**config.mk**
```make
export PLATFORM = sky130hd
export DESIGN_NAME = input_check_top
export DESIGN_NICKNAME = d
export VERILOG_FILES = /design/src/rtl/input_check_pkg.sv /design/src/rtl/input_check_top.sv /design/src/rtl/good_run_alarms.sv
export SDC_FILE = /design/constraint.sdc
export NUM_CORES = 1
export LEC_CHECK = 0
export ABC_CLOCK_PERIOD_IN_PS = 5700
export BUFFER_PORTS_ARGS = -buffer_cell sky130_fd_sc_hd__buf_4
export CAP_MARGIN = 15
export CORE_MARGIN = 4
export CORE_UTILIZATION = 50
export CTS_CLUSTER_SIZE = 40
export DETAILED_ROUTE_END_ITERATION = 6
export PLACE_DENSITY = 0.7
export SLEW_MARGIN = 20
export SYNTH_ARGS = -nofsm -noshare
export SYNTH_HDL_FRONTEND = slang
export SYNTH_SLANG_ARGS = --single-unit
```
**constraint.sdc**
```tcl
create_clock -name clk_sys_in -period 5.7 [get_ports clk_sys_in]
set_input_delay 1.14 -clock clk_sys_in [delete_from_list [all_inputs] [get_ports clk_sys_in]]
set_output_delay 1.14 -clock clk_sys_in [all_outputs]
set_load 0.005 [all_outputs]
```
**src/rtl/input_check_pkg.sv**
```systemverilog
package input_check_pkg;

    // Register map
    localparam logic [6:0]  CTRL_ADDR       = 7'h01;   // Offset of input_check_control
    localparam logic [15:0] CTRL_RESET      = 16'h050e; // Value after reset

    // Field positions in input_check_control
    localparam int          PATTERN_TEST_B  = 15;      // Pattern checker enable
    localparam int          GOOD_RUN_B      = 12;      // good_run_autoclear_enable
    localparam int          ODD_PARITY_B    = 11;      // 0 even, 1 odd
    localparam int          WORD_PARITY_B   = 10;      // Check against parity_lane
    localparam int          FRAME_PARITY_B  = 9;       // Check against the frame signal
    localparam int          I_INVERT_B      = 6;       // i_channel_invert
    localparam int          Q_INVERT_B      = 5;       // q_channel_invert
    localparam int          TWO_APART_B     = 3;       // fifo_two_apart_alarm_enable
    localparam int          ONE_APART_B     = 2;       // fifo_one_apart_alarm_enable
    localparam int          COLLIDE_B       = 1;       // FIFO collision alarm enable

    // Alarm vector layout
    localparam int          ALARM_W         = 5;
    localparam int          ALM_PATTERN     = 4;
    localparam int          ALM_PARITY      = 3;
    localparam int          ALM_COLLIDE     = 2;
    localparam int          ALM_ONE_APART   = 1;
    localparam int          ALM_TWO_APART   = 0;

    // Timing counts
    localparam int          GOOD_RUN_LEN    = 64;      // Good samples before auto clear
    localparam int          FIFO_DEPTH      = 8;       // Samples in the input FIFO

    // One sample as it arrives on the data bus pins
    typedef struct packed {
        logic [15:0] i;            // I-channel word
        logic [15:0] q;            // Q-channel word
        logic        parity_lane;  // Per-word parity bit
        logic        frame;        // Frame signal
        logic        valid;        // Sample strobe
    } sample_t;

    // Serial configuration access, already deserialised
    typedef struct packed {
        logic        wr;           // One-cycle write strobe
        logic [6:0]  addr;         // Register offset
        logic [15:0] wdata;        // Write data
    } reg_req_t;

    // True when data and parity bit carry the selected sense
    function automatic logic parity_ok(input logic [31:0] data, input logic par_bit,
                                       input logic odd);
        parity_ok = ((^data) ^ par_bit) == odd;
    endfunction : parity_ok

endpackage : input_check_pkg

```
**src/rtl/input_check_top.sv**
```systemverilog
`timescale 1ns/10ps
// Overview of operation
// - Pattern test runs and mutes analog outputs
// - Alarms clear after 64 good samples
// - Sense bit picks even or odd parity
// - Word parity checks against parity lane bit
// - Frame parity takes bit from frame signal
// - I complement bit inverts I data
// - Q complement bit inverts Q data
// - Two-apart enable raises FIFO proximity alarm
// - One-apart enable raises FIFO proximity alarm
// - Collision enable raises FIFO collision alarm
// - Control register resets to 0x050e
module input_check_top
    import input_check_pkg::*;
#(
    parameter int          PTR_W     = $clog2(FIFO_DEPTH), // FIFO pointer width
    parameter logic [15:0] PATTERN_I = 16'h00ff,           // Expected I test word
    parameter logic [15:0] PATTERN_Q = 16'hff00            // Expected Q test word
) (
    input  wire logic               clk_sys_in,
    input  wire logic               rst_in,
    input  wire reg_req_t           reg_req_in,        // Configuration write
    output logic      [15:0]        reg_rdata_out,     // Read data at reg_req_in.addr
    input  wire sample_t            sample_pins_in,    // Data bus pins
    input  wire logic               tx_enable_in,      // Transmit enable pin
    input  wire logic               sif_tx_enable_in,  // Serial transmit enable bit
    input  wire logic [PTR_W-1:0]   fifo_wr_ptr_in,    // FIFO write pointer
    input  wire logic [PTR_W-1:0]   fifo_rd_ptr_in,    // FIFO read pointer
    input  wire logic               alarm_clear_in,    // Software alarm clear pulse
    output logic      [15:0]        i_channel_output_out,
    output logic      [15:0]        q_channel_output_out,
    output logic                    outputs_active_out, // Analog outputs enabled
    output logic      [ALARM_W-1:0] alarms_out
);

    // Shortest circular distance between two FIFO pointers
    function automatic logic [PTR_W-1:0] ptr_gap(input logic [PTR_W-1:0] a,
                                                 input logic [PTR_W-1:0] b);
        logic [PTR_W-1:0] d;
        d = a - b;
        ptr_gap = (d > PTR_W'(FIFO_DEPTH / 2)) ? PTR_W'(-d) : d;
    endfunction : ptr_gap

    logic [15:0]        ctrl_r, ctrl_nxt;      // input_check_control
    logic [15:0]        rdata_r, rdata_nxt;    // Registered read data
    sample_t            s1_r, s2_r;            // Pin synchroniser stages
    logic               txen_s1_r, txen_s2_r;  // Transmit enable pin synchroniser
    logic [15:0]        i_r, i_nxt;            // I output word
    logic [15:0]        q_r, q_nxt;            // Q output word
    logic               active_r, active_nxt;  // Output enable
    logic [ALARM_W-1:0] events;                // Error events this cycle
    logic               good;                  // Valid error-free sample
    logic               par_bit;               // Parity bit in use
    logic               par_check;             // Parity checking on
    logic [PTR_W-1:0]   gap;                   // Pointer distance
    logic               test_on;               // Pattern checker running

    // Control register next value; reserved bits are stored as written
    always_comb begin
        ctrl_nxt = ctrl_r;
        if (reg_req_in.wr && reg_req_in.addr == CTRL_ADDR) begin
            ctrl_nxt = reg_req_in.wdata;
        end
        // Unmapped offsets read as zero
        rdata_nxt = (reg_req_in.addr == CTRL_ADDR) ? ctrl_r : 16'h0000;
    end

    // Control registers
    always_ff @(posedge clk_sys_in or posedge rst_in) begin
        if (rst_in) begin
            ctrl_r  <= CTRL_RESET;
            rdata_r <= 16'h0000;
        end else begin
            ctrl_r  <= ctrl_nxt;
            rdata_r <= rdata_nxt;
        end
    end

    // Pins come from the bus source's domain, so two stages before use
    always_ff @(posedge clk_sys_in or posedge rst_in) begin
        if (rst_in) begin
            s1_r      <= '0;
            s2_r      <= '0;
            txen_s1_r <= 1'b0;
            txen_s2_r <= 1'b0;
        end else begin
            s1_r      <= sample_pins_in;
            s2_r      <= s1_r;
            txen_s1_r <= tx_enable_in;
            txen_s2_r <= txen_s1_r;
        end
    end

    // Error detection on the synchronised sample
    always_comb begin
        test_on   = ctrl_r[PATTERN_TEST_B];
        // Frame source takes priority when both parity sources are enabled
        par_bit   = ctrl_r[FRAME_PARITY_B] ? s2_r.frame : s2_r.parity_lane;
        par_check = ctrl_r[FRAME_PARITY_B] || ctrl_r[WORD_PARITY_B];
        gap       = ptr_gap(fifo_wr_ptr_in, fifo_rd_ptr_in);
        events    = '0;
        events[ALM_PARITY] = s2_r.valid && par_check &&
            !parity_ok({s2_r.i, s2_r.q}, par_bit, ctrl_r[ODD_PARITY_B]);
        events[ALM_PATTERN] = s2_r.valid && test_on &&
            (s2_r.i != PATTERN_I || s2_r.q != PATTERN_Q);
        events[ALM_COLLIDE]   = ctrl_r[COLLIDE_B] && gap == PTR_W'(0);
        events[ALM_ONE_APART] = ctrl_r[ONE_APART_B] && gap == PTR_W'(1);
        events[ALM_TWO_APART] = ctrl_r[TWO_APART_B] && gap == PTR_W'(2);
        good = s2_r.valid && !(|events);
    end

    // Output data path; test mode forces the converter side quiet
    always_comb begin
        i_nxt      = i_r;
        q_nxt      = q_r;
        active_nxt = txen_s2_r && sif_tx_enable_in && !test_on;
        if (test_on) begin
            i_nxt = 16'h0000;
            q_nxt = 16'h0000;
        end else if (s2_r.valid) begin
            i_nxt = ctrl_r[I_INVERT_B] ? ~s2_r.i : s2_r.i;
            q_nxt = ctrl_r[Q_INVERT_B] ? ~s2_r.q : s2_r.q;
        end
    end

    // Output registers
    always_ff @(posedge clk_sys_in or posedge rst_in) begin
        if (rst_in) begin
            i_r      <= 16'h0000;
            q_r      <= 16'h0000;
            active_r <= 1'b0;
        end else begin
            i_r      <= i_nxt;
            q_r      <= q_nxt;
            active_r <= active_nxt;
        end
    end

    // Sticky alarms with the good-run auto clear
    good_run_alarms #(
        .RUN_LEN         (GOOD_RUN_LEN)
    ) u_alarms (
        .clk_sys_in      (clk_sys_in),
        .rst_in          (rst_in),
        .events_in       (events),
        .good_in         (good),
        .autoclear_en_in (ctrl_r[GOOD_RUN_B]),
        .sw_clear_in     (alarm_clear_in),
        .alarms_out      (alarms_out)
    );

    assign reg_rdata_out        = rdata_r;
    assign i_channel_output_out = i_r;
    assign q_channel_output_out = q_r;
    assign outputs_active_out   = active_r;

    // Helper: set once software has written the control register
    logic wrote_r;
    always_ff @(posedge clk_sys_in or posedge rst_in) begin
        if (rst_in) begin
            wrote_r <= 1'b0;
        end else if (reg_req_in.wr && reg_req_in.addr == CTRL_ADDR) begin
            wrote_r <= 1'b1;
        end
    end
endmodule : input_check_top

```
**src/rtl/good_run_alarms.sv**
```systemverilog
`timescale 1ns/10ps
// Sticky alarm bits with optional clearing after an unbroken run of good samples
module good_run_alarms
    import input_check_pkg::*;
#(
    parameter int RUN_LEN = GOOD_RUN_LEN
) (
    input  wire logic               clk_sys_in,
    input  wire logic               rst_in,
    input  wire logic [ALARM_W-1:0] events_in,      // Error events this cycle
    input  wire logic               good_in,        // Valid sample with no error
    input  wire logic               autoclear_en_in,
    input  wire logic               sw_clear_in,    // Software clear pulse
    output logic      [ALARM_W-1:0] alarms_out
);
    localparam int CNT_W = $clog2(RUN_LEN + 1);

    logic [CNT_W-1:0]   cnt_r, cnt_nxt;        // Good samples seen in a row
    logic [ALARM_W-1:0] alarms_r, alarms_nxt;  // Sticky alarms
    logic               bad;                   // Any error this cycle
    logic               autoclear;             // Run complete

    // Counter and alarm next state
    always_comb begin
        bad       = |events_in;
        autoclear = 1'b0;
        cnt_nxt   = cnt_r;
        if (!autoclear_en_in || bad) begin
            // An error breaks the run, so counting starts over
            cnt_nxt = '0;
        end else if (good_in) begin
            if (cnt_r == CNT_W'(RUN_LEN - 1)) begin
                autoclear = 1'b1;
                cnt_nxt   = '0;
            end else begin
                cnt_nxt = cnt_r + CNT_W'(1);
            end
        end
        // New events win over any clear in the same cycle
        alarms_nxt = ((autoclear || sw_clear_in) ? '0 : alarms_r) | events_in;
    end

    // State registers
    always_ff @(posedge clk_sys_in or posedge rst_in) begin
        if (rst_in) begin
            cnt_r    <= '0;
            alarms_r <= '0;
        end else begin
            cnt_r    <= cnt_nxt;
            alarms_r <= alarms_nxt;
        end
    end

    assign alarms_out = alarms_r;
endmodule : good_run_alarms

```
==> out/results.ini <==
[outcome]
outcome=finished clean

[finish]
layout-drive-gt1-share=0.3339
syn_to_final_growth_pct=29.49
nNetsFinal=630
antenna_cells=0
final_cell_area_sq_um=7335
final_cell_mix=dfrtp_1, buf_4, xnor2_1
fin_util=0.6678
final_common_cell=dfrtp_1

[timing]
timing.final.ws_setup_ps=2696
fmax_ghz=0.3329
worstMarginPinSlew_ps=1040
hold_viol=0
maxSlewViolCount=0
rsz0062_at_grt=false
period_minus_slack_ps=3004
setup_tns_ps=0
setup_viol=0
post-route-period-util=0.5270
fin_skew_ps=6.192
max-slew-margin-rel=0.3069

[clocking]
holdBufCountCts=0
post_cts_buffers=0
cts.repair.resized=0
cts_buffers=17
cts-htree-levels=4
clk_latency_ps=400
cts_sinks=149
clk_transition_reported_paths_ps=60
cts_tree=yes
clockRootBuffer=clkbuf_16
clockBufferDepth=2

[yosys]
synth_edf_count=0
synthMuxAreaShare=0.03358
synth_xor_area_frac=0.08836
ys_seq_area_frac=0.6594
synth_ff_type=dfrtp_1
synth.yosys.warnings=0
synth_fp_nets=503
syn_inst=413
synth_compound_area_frac=0.06008
synth_top_family_by_area=XOR/XNOR gates
ys_seq_elements=149
syn_area_per_cell_sq_um=13.71
ys_types=37
yosys.area_share.adder=0.04550
async_reset_ff_frac=1.000
netlist_area_sq_um=5664
synthSimpleGateAreaFrac=0.08703

[floorplanning]
rows=38
fp.dieW_um=114.4
fp.dieH_um=114.4
die_area_sq_um=13100
start_util=0.5157
core_sq_um=10980
io_pins=124

[global_route]
grt_overflow=0
grt_start_max_net_pins=105
grt_usage=0.1791
antenna_found_initial=0
use_met3=0.04863
grt-busiest-layer=met2
grt_pass1_vias=3521
grt_pass1_wl_um=17940
use_met1=0.2376
gr-usage-met2=0.2891

[drt]
drt_iter0_drc=136
dr.pass1.iters=4
wl_per_cell_um=15.81
ant_nets=0
drc_errors=0
vias=3395
drt_wl_total_um=10930
viasPerCell=4.913

[setup_path]
worstPathArrival_ps=3280
worst-path-max-fanout=4
r2r_end=u_alarms.cnt_r[5]
r2r_slack_ps=3110
critPathLaunchType=input port
reg2reg_from=s2_r[23]
crit_type=input port to flip-flop
rr_worst_depth=7
end_kind=flip-flop
critPathRequiredTime_ps=5980

[power_and_ir_drop]
p_leak_uw=0.003463
seqPwrFrac=0.448
power.density_nw_per_um2=363.8
switching_share=0.2253
clockPowerShare=0.428
p_switching_uw=601.1
internal-power_uw=2067
max-vdd-ir-drop_uv=216.8
power_frac_comb=0.124

[worst_hold_path]
worstHoldPathType=flip-flop to flip-flop
hold_depth=0
holdPathEnd=s2_r[8]
hp-start=s1_r[8]

[place]
portBuffers=123
dpl.hpwl_um=7520
dpl-instance-area_sq_um=6723
place_ws_ps=2240
routabilityCongestion=0.7561

[job]
cap_violations=0

cell usage after synthesis, types with 3 or more instances:
cell | n | area [sq um]
nor3b_1 | 3 | 22.52
dfstp_2 | 5 | 131.4
inv_1 | 21 | 78.83
dfrtp_1 | 144 | 3603
and2_1 | 16 | 100.1
ha_1 | 19 | 237.7
nor2_1 | 35 | 131.4
clkbuf_1 | 13 | 48.80
xnor2_1 | 47 | 411.6
mux2_2 | 16 | 180.2
a211oi_1 | 33 | 247.7
nand2b_1 | 7 | 43.79
buf_1 | 4 | 15.01
nand4_1 | 6 | 37.54
nand3_1 | 5 | 25.02
nand2_1 | 6 | 22.52
xor2_1 | 5 | 43.79
critical path: stages:
cell      delay, ps
buf_4            80
inv_1            30
ha_1            200
fa_1            370
xnor3_1         240
xor2_1          150
nor3b_1         110
or4b_1          510
a211oi_1        300
o21ai_0         140
how the worst max path moves through the flow:
| stage | from | to | slack [ps] |
|---|---|---|---|
| 3_3_place_gp | reg_req_in[18] | ctrl_r[15] | 2320 |
| 6_report | fifo_wr_ptr_in[0] | u_alarms.alarms_out[0] | 2700 |
| 3_5_place_dp | fifo_wr_ptr_in[0] | u_alarms.alarms_out[0] | 2240 |
| 5_1_grt | reg_req_in[18] | ctrl_r[7] | 2530 |
| 4_1_cts | fifo_wr_ptr_in[0] | u_alarms.alarms_out[0] | 2680 |
| 2_1_floorplan | rst_in | ctrl_r[0] | 560 |
layout make-up:
| type | instances | area, sq um |
|---|---|---|
| Clock buffer | 20 | 456.7 |
| Multi-Input combinational cell | 225 | 1782 |
| Clock inverter | 10 | 155.1 |
| Inverter | 21 | 83.83 |
| Tap cell | 140 | 175.2 |
| Timing Repair Buffer | 126 | 945.9 |
| Sequential cell | 149 | 3736 |
| Fill cell | 808 | 3649 |
kinds of logic after synthesis:
| kind of cell | Yosys count |
|---|---|
| DFF | 149 |
| and+or+nand+nor | 91 |
| xor gates and xnor gates | 54 |
| AOI/OAI and AO/OA | 43 |
| buffers and inverters | 39 |
| adders and majority gates | 20 |
| muxes | 17 |
sequential cells by signal, indices dropped and copies added, names as in the netlist:
name,flops
txen_s2_r,1
s1_r,35
q_channel_output_out,16
reg_rdata_out,16
txen_s1_r,1
ctrl_r,16
u_alarms.alarms_out,5
outputs_active_out,1
u_alarms.cnt_r,7
i_channel_output_out,16
s2_r,35
stage by stage:
stage / hold slack [ps] / cells / power [uW]
after global placement: 331.3 / 661 / 1543
after global routing: 351.4 / 691 / 2786
after CTS: 347.2 / 691 / 2701
after floorplan: 331.2 / 413 / 1389
final: 345.2 / 691 / 2668
after detailed placement: 334.7 / 661 / 1552
power groups by stage:
stage | logic, uW | clock network (uW) | registers [uW]
floorplan | 195 | 0 | 1190
global placement | 332 | 0 | 1210
detailed placement | 340 | 0 | 1210
CTS | 341 | 1160 | 1200
global route | 368 | 1210 | 1200
finish | 331 | 1140 | 1190
routing by layer:
metal	up-vias	part of all wire	wire length (um)
li1	1638	-	-
met1	1659	0.44	4858
met2	88	0.49	5333
met3	10	0.056	613
met4	0	0.011	120
met5	-	0	0
No activity file was read; power rests on OpenSTA's default activity.
